<file path="src/logic/rsc_pkg.sv">
// Operation
// power-on reset loads program counter with zero
// power-on reset presets port registers to ones
// brownout monitor always active, no enable; code turns it off in power-down
// brownout shorter than qualify time is ignored
// qualified brownout resets and sets cause flag
// four legal threshold codes select level
// illegal code resets after 2~3 ticks, restores
// brownout reset waits 2~3 ticks, keeps code
// threshold code powers up as 01010101
// illegal threshold code sets code fault flag
// cause flags sticky, cleared by writing zero
// brownout monitor off in power-down mode
// cause register bits 6~3 read as zero
// normal watchdog timeout resets, sets timeout flag
// low-power watchdog timeout clears only pc, sp
// timeout and power-down flags follow reset cause
// power-on: interrupts off, timers off, stack, watchdog
// illegal watchdog code resets, sets its flag
// power-down flag cleared by clear-wdt, set by halt
// reset held for stabilisation ticks after power
package rsc_pkg;
    // register byte offsets on the bus
    localparam logic [7:0] RSC_OFS_THR = 8'h00;
    localparam logic [7:0] RSC_OFS_CAUSE = 8'h04;
    localparam logic [7:0] RSC_OFS_WDT = 8'h08;
    localparam logic [7:0] RSC_OFS_STAT = 8'h0c;
    // threshold codes, first one is the power-on value
    localparam logic [7:0] RSC_THR_POR = 8'h55;
    localparam logic [7:0] RSC_THR_L1 = 8'h33;
    localparam logic [7:0] RSC_THR_L2 = 8'h99;
    localparam logic [7:0] RSC_THR_L3 = 8'haa;
    // watchdog control: enable code in 7:3, period in 2:0
    localparam logic [7:0] RSC_WDT_POR = 8'h53;
    localparam logic [4:0] RSC_WE_DIS = 5'h15;
    localparam logic [4:0] RSC_WE_EN = 5'h0a;
    // cause register fields
    localparam int RSC_KEEP_BIT = 7;
    localparam int RSC_BO_BIT = 2;
    localparam int RSC_TC_BIT = 1;
    localparam int RSC_WC_BIT = 0;
    localparam logic [7:0] RSC_CAUSE_POR = 8'h00;
    // status register fields
    localparam int RSC_TO_BIT = 0;
    localparam int RSC_PD_BIT = 1;
    localparam int RSC_BUSY_BIT = 2;
    // timing
    localparam int RSC_CLK_MHZ = 125;
    localparam int RSC_BO_QUAL_NS = 100000;
    localparam int RSC_BO_QUAL_CYC =
        (RSC_BO_QUAL_NS * RSC_CLK_MHZ + 999) / 1000;
    // three slow edges from an unknown phase span two to three periods
    localparam logic [1:0] RSC_DELAY_TICKS = 2'h3;
    localparam int RSC_STAB_TICKS = 16;
    typedef enum logic [1:0] {
        RSC_RUN = 2'b00,
        RSC_WAIT = 2'b01,
        RSC_HOLD = 2'b10
    } rsc_state_t;
endpackage : rsc_pkg

</file>
<file path="src/logic/rsc_reset_source_control.sv">
`timescale 1ns/100ps
module rsc_reset_source_control #(
    parameter int BO_QUAL_CYC = rsc_pkg::RSC_BO_QUAL_CYC,
    parameter int STAB_TICKS = rsc_pkg::RSC_STAB_TICKS
) (
    input wire logic hclk,
    input wire logic hresetn,
    input wire logic hsel,
    input wire logic [31:0] haddr,
    input wire logic [1:0] htrans,
    input wire logic hwrite,
    input wire logic [2:0] hsize,
    input wire logic [31:0] hwdata,
    input wire logic hready,
    output logic hreadyout,
    output logic [31:0] hrdata,
    output logic hresp,
    input wire logic lowspeed_osc_clock,
    input wire logic brownout_detect,
    input wire logic power_down,
    input wire logic low_power_mode,
    input wire logic halt_exec,
    input wire logic clr_wdt_exec,
    input wire logic watchdog_timeout,
    output logic core_reset,
    output logic pc_sp_clear,
    output logic wdt_clear,
    output logic wdt_enable,
    output logic [2:0] wdt_period_sel,
    output logic [1:0] brownout_level_sel,
    output logic brownout_monitor_on,
    output logic idle_sysclk_keep
);
    localparam int BO_W = $clog2(BO_QUAL_CYC + 1);
    localparam int ST_W = $clog2(STAB_TICKS + 1);

    ////////////////////////////////////////////////////////////////////
    // bus slave: zero wait, always okay

    logic wr_pend_reg;
    logic [7:0] addr_reg;
    logic rd_pend_reg;
    logic thr_we;
    logic cause_we;
    logic wdt_we;

    // capture the address phase for the following data phase
    always_ff @(posedge hclk or negedge hresetn) begin
        if (!hresetn) begin
            wr_pend_reg <= 1'b0;
            rd_pend_reg <= 1'b0;
            addr_reg <= 8'h00;
        end else if (hready) begin
            wr_pend_reg <= hsel && htrans[1] && hwrite;
            rd_pend_reg <= hsel && htrans[1] && !hwrite;
            addr_reg <= {haddr[7:2], 2'b00};
        end
    end

    assign hreadyout = 1'b1;
    assign hresp = 1'b0;
    assign thr_we = wr_pend_reg && addr_reg == rsc_pkg::RSC_OFS_THR;
    assign cause_we = wr_pend_reg && addr_reg == rsc_pkg::RSC_OFS_CAUSE;
    assign wdt_we = wr_pend_reg && addr_reg == rsc_pkg::RSC_OFS_WDT;

    ////////////////////////////////////////////////////////////////////
    // pin synchronisers: bit 1 brownout, bit 0 slow oscillator

    logic [1:0] s1_reg;
    logic [1:0] s2_reg;
    logic [1:0] s3_reg;
    logic [1:0] lvl_reg;
    logic [1:0] agree;
    logic lirc_tick;
    logic bo_low;

    // three stages; a change counts once stages two and three agree
    always_ff @(posedge hclk or negedge hresetn) begin
        if (!hresetn) begin
            s1_reg <= 2'b00;
            s2_reg <= 2'b00;
            s3_reg <= 2'b00;
            lvl_reg <= 2'b00;
        end else begin
            s1_reg <= {brownout_detect, lowspeed_osc_clock};
            s2_reg <= s1_reg;
            s3_reg <= s2_reg;
            lvl_reg <= (lvl_reg & ~agree) | (s3_reg & agree);
        end
    end

    assign agree = ~(s2_reg ^ s3_reg);
    assign lirc_tick = agree[0] && s3_reg[0] && !lvl_reg[0];
    assign bo_low = lvl_reg[1];

    ////////////////////////////////////////////////////////////////////
    // brownout qualification

    logic [BO_W-1:0] bo_cnt_reg;
    logic bo_qual;

    // monitor has no enable, only power-down stops it
    assign brownout_monitor_on = !power_down;

    // the low level must outlast the qualify time
    always_ff @(posedge hclk or negedge hresetn) begin
        if (!hresetn) begin
            bo_cnt_reg <= '0;
        end else if (!bo_low || power_down) begin
            bo_cnt_reg <= '0;
        end else if (bo_cnt_reg != BO_W'(BO_QUAL_CYC)) begin
            bo_cnt_reg <= bo_cnt_reg + BO_W'(1);
        end
    end

    assign bo_qual = bo_cnt_reg == BO_W'(BO_QUAL_CYC);

    ////////////////////////////////////////////////////////////////////
    // code checks

    logic [7:0] thr_reg;
    logic [7:0] wdt_reg;
    logic thr_bad;
    logic wc_bad;
    logic wdt_full;

    // exactly four legal threshold codes
    always_comb begin
        thr_bad = 1'b0;
        unique case (thr_reg)
            rsc_pkg::RSC_THR_POR: brownout_level_sel = 2'd0;
            rsc_pkg::RSC_THR_L1: brownout_level_sel = 2'd1;
            rsc_pkg::RSC_THR_L2: brownout_level_sel = 2'd2;
            rsc_pkg::RSC_THR_L3: brownout_level_sel = 2'd3;
            default: begin
                brownout_level_sel = 2'd0;
                thr_bad = 1'b1;
            end
        endcase
    end

    // only the two documented enable codes are safe
    assign wc_bad = wdt_reg[7:3] != rsc_pkg::RSC_WE_DIS &&
        wdt_reg[7:3] != rsc_pkg::RSC_WE_EN;
    assign wdt_enable = wdt_reg[7:3] == rsc_pkg::RSC_WE_EN;
    assign wdt_period_sel = wdt_reg[2:0];
    assign wdt_full = watchdog_timeout && !low_power_mode;

    ////////////////////////////////////////////////////////////////////
    // reset sequencer

    rsc_pkg::rsc_state_t state_reg;
    logic [ST_W-1:0] tick_cnt_reg;
    logic keep_thr_reg;
    logic core_reset_reg;
    logic full_req;
    logic running;

    assign running = state_reg == rsc_pkg::RSC_RUN;
    assign full_req = bo_qual || thr_bad || wc_bad || wdt_full;

    // power-on starts in hold; requests wait three slow ticks,
    // then reset is held for the stabilisation count
    always_ff @(posedge hclk or negedge hresetn) begin
        if (!hresetn) begin
            state_reg <= rsc_pkg::RSC_HOLD;
            tick_cnt_reg <= '0;
            keep_thr_reg <= 1'b0;
        end else begin
            unique case (state_reg)
                rsc_pkg::RSC_RUN: begin
                    tick_cnt_reg <= '0;
                    if (full_req) begin
                        state_reg <= rsc_pkg::RSC_WAIT;
                        // brownout alone leaves the code alone
                        keep_thr_reg <= !thr_bad && !wc_bad &&
                            !wdt_full;
                    end
                end
                rsc_pkg::RSC_WAIT: begin
                    if (lirc_tick) begin
                        if (tick_cnt_reg ==
                            ST_W'(rsc_pkg::RSC_DELAY_TICKS - 2'h1)) begin
                            state_reg <= rsc_pkg::RSC_HOLD;
                            tick_cnt_reg <= '0;
                        end else begin
                            tick_cnt_reg <= tick_cnt_reg + ST_W'(1);
                        end
                    end
                end
                rsc_pkg::RSC_HOLD: begin
                    // a lasting brownout keeps the core in reset
                    if (bo_qual) begin
                        tick_cnt_reg <= '0;
                    end else if (lirc_tick) begin
                        if (tick_cnt_reg == ST_W'(STAB_TICKS - 1)) begin
                            state_reg <= rsc_pkg::RSC_RUN;
                            tick_cnt_reg <= '0;
                            keep_thr_reg <= 1'b0;
                        end else begin
                            tick_cnt_reg <= tick_cnt_reg + ST_W'(1);
                        end
                    end
                end
                default: begin
                    state_reg <= rsc_pkg::RSC_HOLD;
                    tick_cnt_reg <= '0;
                end
            endcase
        end
    end

    // one reset level zeroes pc, tops the stack, disables interrupts,
    // stops timers and presets ports to input
    always_ff @(posedge hclk or negedge hresetn) begin
        if (!hresetn) begin
            core_reset_reg <= 1'b1;
        end else begin
            core_reset_reg <= state_reg == rsc_pkg::RSC_HOLD;
        end
    end

    assign core_reset = core_reset_reg;
    assign wdt_clear = core_reset_reg; // counts again on release

    // low-power timeout only clears pc and stack pointer
    always_ff @(posedge hclk or negedge hresetn) begin
        if (!hresetn) begin
            pc_sp_clear <= 1'b0;
        end else begin
            pc_sp_clear <= running && watchdog_timeout && low_power_mode;
        end
    end

    ////////////////////////////////////////////////////////////////////
    // control registers

    // threshold code, restored unless a pure brownout caused the reset
    always_ff @(posedge hclk or negedge hresetn) begin
        if (!hresetn) begin
            thr_reg <= rsc_pkg::RSC_THR_POR;
        end else if (state_reg == rsc_pkg::RSC_HOLD &&
                     (!keep_thr_reg || thr_bad)) begin
            thr_reg <= rsc_pkg::RSC_THR_POR;
        end else if (thr_we) begin
            thr_reg <= hwdata[7:0];
        end
    end

    // watchdog control goes back to power-on value on a full reset
    always_ff @(posedge hclk or negedge hresetn) begin
        if (!hresetn) begin
            wdt_reg <= rsc_pkg::RSC_WDT_POR;
        end else if (state_reg == rsc_pkg::RSC_HOLD) begin
            wdt_reg <= rsc_pkg::RSC_WDT_POR;
        end else if (wdt_we) begin
            wdt_reg <= hwdata[7:0];
        end
    end

    ////////////////////////////////////////////////////////////////////
    // cause flags: hardware sets, a written zero clears, set wins

    logic [2:0] cause_reg;
    logic [2:0] cause_set;
    logic [2:0] cause_clr;

    assign cause_set = {bo_qual && running, thr_bad, wc_bad};
    assign cause_clr = cause_we ? ~hwdata[2:0] : 3'b000;

    // a clear in the same cycle as an event loses
    always_ff @(posedge hclk or negedge hresetn) begin
        if (!hresetn) begin
            cause_reg <= rsc_pkg::RSC_CAUSE_POR[2:0];
            idle_sysclk_keep <= 1'b0;
        end else begin
            cause_reg <= (cause_reg & ~cause_clr) | cause_set;
            if (cause_we) begin
                idle_sysclk_keep <= hwdata[rsc_pkg::RSC_KEEP_BIT];
            end
        end
    end

    ////////////////////////////////////////////////////////////////////
    // timeout and power-down flags

    logic to_reg;
    logic pd_reg;

    // power-on clears both; brownout leaves them
    always_ff @(posedge hclk or negedge hresetn) begin
        if (!hresetn) begin
            to_reg <= 1'b0;
            pd_reg <= 1'b0;
        end else begin
            if (running && watchdog_timeout) begin
                to_reg <= 1'b1;
            end
            if (running && watchdog_timeout && low_power_mode) begin
                pd_reg <= 1'b1;
            end else if (halt_exec) begin
                pd_reg <= 1'b1;
            end else if (clr_wdt_exec) begin
                pd_reg <= 1'b0;
            end
        end
    end

    ////////////////////////////////////////////////////////////////////
    // read mux, unmapped reads give zero

    // bits 6~3 of the cause word are hard zero
    always_comb begin
        hrdata = 32'h0000_0000;
        if (rd_pend_reg) begin
            unique case (addr_reg)
                rsc_pkg::RSC_OFS_THR: hrdata[7:0] = thr_reg;
                rsc_pkg::RSC_OFS_CAUSE:
                    hrdata[7:0] = {idle_sysclk_keep, 4'h0, cause_reg};
                rsc_pkg::RSC_OFS_WDT: hrdata[7:0] = wdt_reg;
                rsc_pkg::RSC_OFS_STAT: begin
                    hrdata[rsc_pkg::RSC_TO_BIT] = to_reg;
                    hrdata[rsc_pkg::RSC_PD_BIT] = pd_reg;
                    hrdata[rsc_pkg::RSC_BUSY_BIT] = !running;
                end
                default: hrdata = 32'h0000_0000;
            endcase
        end
    end
endmodule : rsc_reset_source_control

</file>
<file path="config.mk">
export PLATFORM = sky130hd
export DESIGN_NAME = rsc_reset_source_control
export DESIGN_NICKNAME = d
export VERILOG_FILES = /design/src/logic/rsc_pkg.sv /design/src/logic/rsc_reset_source_control.sv
export SDC_FILE = /design/constraint.sdc
export NUM_CORES = 1
export LEC_CHECK = 0
export ABC_AREA = 1
export BUFFER_PORTS_ARGS = -buffer_cell sky130_fd_sc_hd__buf_4
export CORE_ASPECT_RATIO = 0.5
export CORE_MARGIN = 5
export CORE_UTILIZATION = 30
export CTS_BUF_LIST = sky130_fd_sc_hd__clkbuf_8
export DETAILED_ROUTE_END_ITERATION = 16
export SLEW_MARGIN = 25
export SYNTH_ARGS = -nofsm -noshare
export SYNTH_HDL_FRONTEND = slang
export SYNTH_SLANG_ARGS = --single-unit
</file>
<file path="constraint.sdc">
create_clock -name hclk -period 1.96 [get_ports hclk]
set_input_delay 0.098 -clock hclk [delete_from_list [all_inputs] [get_ports hclk]]
set_output_delay 0.098 -clock hclk [all_outputs]
set_load 0.005 [all_outputs]
</file>
Word level (Yosys, flattened, before mapping)
Index checks and enable logic that the tools add are counted.
{"block": "classes", "add_sub_neg": 2, "bitwise_logic": 10, "n_eq_ne": 23, "n_reduce_logical": 41, "mux": 33}
{"cell": "8-bit two-way mux", "n": 5}
{"cell": "14-bit two-way mux", "n": 2}
{"cell": "5-bit two-way mux", "n": 5}
{"cell": "8-bit == test, second input constant", "n": 2}
{"cell": "1-bit logical AND", "n": 16}
{"cell": "5-bit one-hot mux with 3 select lines", "n": 1}
{"cell": "14-bit by 1-bit adder with 14-bit output, second input constant", "n": 1}
{"cell": "14-bit == test, second input constant", "n": 1}
{"cell": "14-bit != test, second input constant", "n": 1}
{"cell": "6-bit by 2-bit == test with 1-bit output, second input constant", "n": 2}
{"cell": "2-bit two-way mux", "n": 6}
{"cell": "2-bit != test, second input constant", "n": 6}
{"cell": "2-bit one-hot mux with 3 select lines", "n": 2}
{"cell": "3-bit one-hot mux with 4 select lines", "n": 1}
{"cell": "5-bit by 4-bit == test with 1-bit output, second input constant", "n": 2}
{"cell": "5-bit one-hot mux with 2 select lines", "n": 1}
{"cell": "1-bit zero test", "n": 9}
{"cell": "8-bit by 6-bit == test with 1-bit output, second input constant", "n": 1}
{"cell": "8-bit by 7-bit == test with 1-bit output, second input constant", "n": 1}
{"cell": "8-bit zero test", "n": 1}
{"cell": "1-bit two-way mux", "n": 8}
{"cell": "2-bit nonzero test", "n": 4}
{"cell": "6-bit by 1-bit == test with 1-bit output, second input constant", "n": 1}
{"cell": "3-bit NOT", "n": 2}
{"cell": "other kinds (22)", "n": 28}
{"block": "word_totals", "reg_bits": 62, "output_inout_bits": 45}

Longest topological paths before layout
{"block": "depth", "ltp_word": 8, "depth_mapped": 11, "ltp_nobuf": 11}

Worst setup path after synthesis
OpenSTA, ideal clock, no wires.
{"block": "synth_timing", "path_kind": "register to register", "start": "register tick_cnt_reg[0]", "end": "register state_reg[0]", "required_ns": 1.843, "path_slack_ns": 0.419, "setup_ns": 0.117, "period_less_slack_ns": 1.541, "stages_incl_launch_ff": 12, "n_path_buf": 0, "arrival_ns": 1.424, "cell_sequence": "dfrtp_1 -> ha_1 -> nand2_1 -> nor2_1 -> ha_1 -> inv_1 -> nand2_1 -> nand2_1 -> nor2_1 -> nand3_1 -> nand2_1 -> nand2_1"}
{"block": "synth_via", "elab_chain_cells": 3, "word_cells_on_any_way": 5}
{"element": "start, declared", "line": "rsc_reset_source_control.sv:153", "text": "logic [ST_W-1:0] tick_cnt_reg;"}
{"element": "start signal, assigned", "line": "rsc_reset_source_control.sv:187", "text": "tick_cnt_reg <= tick_cnt_reg + ST_W'(1);"}
{"element": "start signal, assigned", "line": "rsc_reset_source_control.sv:201", "text": "tick_cnt_reg <= tick_cnt_reg + ST_W'(1);"}
{"element": "5-bit by 4-bit == test with 1-bit output or 5-bit by 2-bit == test with 1-bit output (tied branches)", "line": "rsc_reset_source_control.sv:196, rsc_reset_source_control.sv:182"}
{"element": "2-bit != test (no source line)"}
{"element": "6-bit AND reduction (no source line) *"}
{"element": "end signal, assigned", "line": "rsc_reset_source_control.sv:184", "text": "state_reg <= rsc_pkg::RSC_HOLD;"}
{"element": "end signal, assigned", "line": "rsc_reset_source_control.sv:197", "text": "state_reg <= rsc_pkg::RSC_RUN;"}
{"element": "end signal, assigned", "line": "rsc_reset_source_control.sv:206", "text": "state_reg <= rsc_pkg::RSC_HOLD;"}
{"element": "end, declared", "line": "rsc_reset_source_control.sv:152", "text": "rsc_pkg::rsc_state_t state_reg;"}
Every way passes the cells marked *; elsewhere a longest branch is shown, timed or not.
A chain may end at the register's enable or synchronous reset.

Worst setup path after layout
{"block": "layout_timing", "start": "register addr_reg[6]", "end": "output port hrdata[1]"}
{"block": "layout_via", "elab_chain_cells": 3, "word_cells_on_any_way": 6}
{"element": "start, declared", "line": "rsc_reset_source_control.sv:41", "text": "logic [7:0] addr_reg;"}
{"element": "start signal, assigned", "line": "rsc_reset_source_control.sv:56", "text": "addr_reg <= {haddr[7:2], 2'b00};"}
{"element": "6-bit by 2-bit == test with 1-bit output (tied with other cells)", "line": "rsc_reset_source_control.sv:316", "text": "unique case (addr_reg)"}
{"element": "3-bit one-hot mux with 4 select lines *", "line": "rsc_reset_source_control.sv:316"}
{"element": "8-bit two-way mux *", "line": "rsc_reset_source_control.sv:315", "text": "if (rd_pend_reg) begin"}
{"element": "end, declared", "line": "rsc_reset_source_control.sv:16", "text": "output logic [31:0] hrdata,"}
Marks and branches as above.

==> impl_metrics.toml <==
[place]
port_buffers = 45
dp_cells = 613
postPlaceCellArea_sq_mm = 0.00384
gp_congestion = 0.827
dpl_worst_slack_ns = 0.226
hpwl_microns = 5800

[drt]
wl_microns = 7540
dr.max_layer_used = "met4"
wl_met2_microns = 3690
drt_iter0_drc = 140
viasPerCell = 4.40
drtPass1Iterations = 4
vias = 2827
wl_met3_microns = 383
wl_per_cell_microns = 11.7
drt-met1-wl_microns = 3330
drc_errors = 0
postRouteAntennaNets = 0

[cells_and_area]
area_growth_syn_to_layout_pct = 21.8
postLayoutCellArea_sq_mm = 0.00423
instances_no_fill = 642
nFillCells = 1131
n_antenna_cell = 0
num-nets-final = 583
drive_gt1_share_pct = 19.5
largest_register_ffs = 14

[synth]
yosys_warnings = 0
synthesis.instances = 432
yosysSeqAreaShare_pct = 45.0
synth_seq_cells = 62
syn_avg_cell_area_sq_um = 8.04
ys_types = 38
synth_area_sq_mm = 0.00347

[cts]
post-cts-setup-buffers = 0
cts_tree = "done"
clk_pin_slew_worst_paths_ns = 0.07
clk_latency_ns = 0.34
cts-root-buf = "clkbuf_8"
clkSinkCount = 62
cts_buffer_depth = 2
numCtsBuffers = 9
h-tree-depth = 3

[setup_path]
critPathRequiredTime_ns = 1.86
reg2reg_depth = 11
cp.arrival_ns = 1.70
worst_setup_path_end_kind = "output port"
critical_path_class = "reg2out"
start_kind = "flop"
cp-startpoint = "addr_reg[6]"
worstPathMaxFanout = 3
crit-reg2reg-launch = "tick_cnt_reg[0]"

[floorplanning]
rows = 27
ios = 126
die-area_sq_mm = 0.0140
coreArea_sq_mm = 0.0111
die_w_microns = 162
die_y_microns = 86.1
initial_core_util_pct = 31.2

[grt]
grtUsageTotal_pct = 11.6
grt_max_degree = 63
grt_pass1_wl_microns = 13000
grt.overflow.total = 0
grt_pass1_vias = 2739
antenna_found_initial = 0

[status]
status = "finished clean"

[hold_path]
worst_hold_startpoint = "hwdata[4]"
hp-class = "in2reg"
min_path_cells = 3

[sta]
finalSetupViolations = 0
fin_crit_sh_pct = 91.8
slew_headroom_pct = 47.8
final-max-slew-violation-count = 0
hold_viol = 0
tightest_slew_ns = 0.783
clock_skew_ns = 0.00905
period_needed_ns = 1.80
rsz0062_at_grt = "false"
finalSetupTns_ns = 0
max_freq_mhz = 556
setup_ws_ns = 0.160

[job]
maxCapViolations = 0

[power]
worst_ir_drop_vdd_mv = 0.280
powerDensity_mw_per_mm2 = 901
power_w = 0.00381
static-leakage-power_nw = 2.06
[placed cells by master (no fill, tap or decap), types with 13 or more instances in the layout]
cell type      synthesis  final
nand3_1               25     25
o21ai_0               31     31
conb_1                 2     26
dfrtp_1               52     52
buf_4                 31     46
nand2_1               94     94
dlygate4sd3_1          0     13
inv_1                 63     62
nor2_1                38     38
[power breakdown]
group | leakage (nW) | total (W) | switching, W | internal, W
logic | 1.17 | 0.00102 | 0.000627 | 0.000393
registers | 0.767 | 0.00151 | 0.0000888 | 0.00142
clock network | 0.124 | 0.00128 | 0.000469 | 0.000813
total | 2.06 | 0.00381 | 0.00118 | 0.00263
[per-stage QoR]
stage          hold slack, ns  util, %
2_1_floorplan          -0.198        -
3_3_place_gp            0.209     34.4
3_5_place_dp            0.208     34.4
4_1_cts                0.0115     37.7
5_1_grt                0.0200     38.0
6_report              0.00892     38.0
[path summary, 6_finish.rpt]
kind | end | slack [ns]
max | hrdata[1] | 0.16
min in group asynchronous | s1_reg[1] | 0.38
max in group asynchronous | tick_cnt_reg[2] | 1.06
min reg2reg | s2_reg[0] | 0.35
max reg2reg | state_reg[0] | 0.22
min | wdt_reg[4] | 0.009
[layout make-up]
class	count	area [sq um]	share of cell area [%]
sequential	62	1560	37.0
multi-input combinational	292	1520	35.9
timing repair buffer	59	475	11.2
inverter	68	258	6.09
tap	145	181	4.29
clock buffer	12	165	3.90
clock inverter	4	68.8	1.63
[kinds of logic after synthesis]
kind of cell               after synthesis  synth area share [%]
AOI/OAI and AO/OA                       69                  11.7
xor gates and xnor gates                 2                 0.504
adders and majority gates               11                  3.89
DFF                                     62                  45.0
other                                    2                 0.216
buffers and inverters                  102                  14.6
and+or+nand+nor                        184                  24.1
[critical path: stages (launching register included)]
cell and delay (ns):
dfrtp_1 0.35, inv_1 0.09, nand2_1 0.09, nor2_4 0.16
nand3_1 0.15, nor2_1 0.16, a21oi_1 0.07, a31oi_2 0.16
buf_4 0.14
[repair_timing]
| item | 4_1_cts | 5_1_grt |
|---|---|---|
| endpoints found under the setup margin | 2 | 6 |
| resized for setup | 1 | 6 |
| endpoints found under the hold margin | 65 | 0 |
| hold buffers | 13 | 0 |
| gates cloned | 0 | 0 |
[synthesized netlist by cell type]
| cell | instances | area share, % |
|---|---|---|
| o221ai_1 | 1 | 0.25 |
| a21oi_1 | 12 | 1.7 |
| dfstp_2 | 10 | 7.6 |
| buf_6 | 1 | 0.32 |
| o21ai_0 | 31 | 4.5 |
| ha_1 | 10 | 3.6 |
| nand2_1 | 94 | 10 |
| clkinv_1 | 2 | 0.22 |
| nor3_2 | 3 | 0.86 |
| o21a_4 | 1 | 0.43 |
| conb_1 | 2 | 0.22 |
| buf_4 | 31 | 6.7 |
| inv_2 | 3 | 0.32 |
| dfrtp_1 | 52 | 37 |
| a31oi_1 | 5 | 0.90 |
| o22ai_1 | 2 | 0.36 |
| nand4_1 | 6 | 1.1 |
| o211ai_1 | 2 | 0.43 |
| xnor2_1 | 1 | 0.25 |
| o22a_1 | 1 | 0.25 |
| nor2_4 | 2 | 0.65 |
| nor2_1 | 38 | 4.1 |
| nand3_4 | 1 | 0.50 |
| and2_1 | 1 | 0.18 |
| clkbuf_1 | 2 | 0.22 |
| o21a_1 | 1 | 0.22 |
| nor3_1 | 4 | 0.58 |
| inv_1 | 63 | 6.8 |
| a22oi_1 | 7 | 1.5 |
| o21ai_1 | 3 | 0.43 |
| nand3_2 | 5 | 1.4 |
| maj3_1 | 1 | 0.29 |
| nor2_2 | 3 | 0.54 |
| nand2_2 | 2 | 0.36 |
| o21ai_2 | 2 | 0.50 |
| xor2_1 | 1 | 0.25 |
| a22o_1 | 1 | 0.25 |
| nand3_1 | 25 | 3.6 |
[routing by layer]
layer | up-vias | GRT usage (%)
li1 | 1448 | -
met1 | 1303 | 14.0
met2 | 64 | 20.2
met3 | 12 | 2.93
met4 | 0 | 4.22
met5 | - | 0
(Power assumes the default switching activity.)
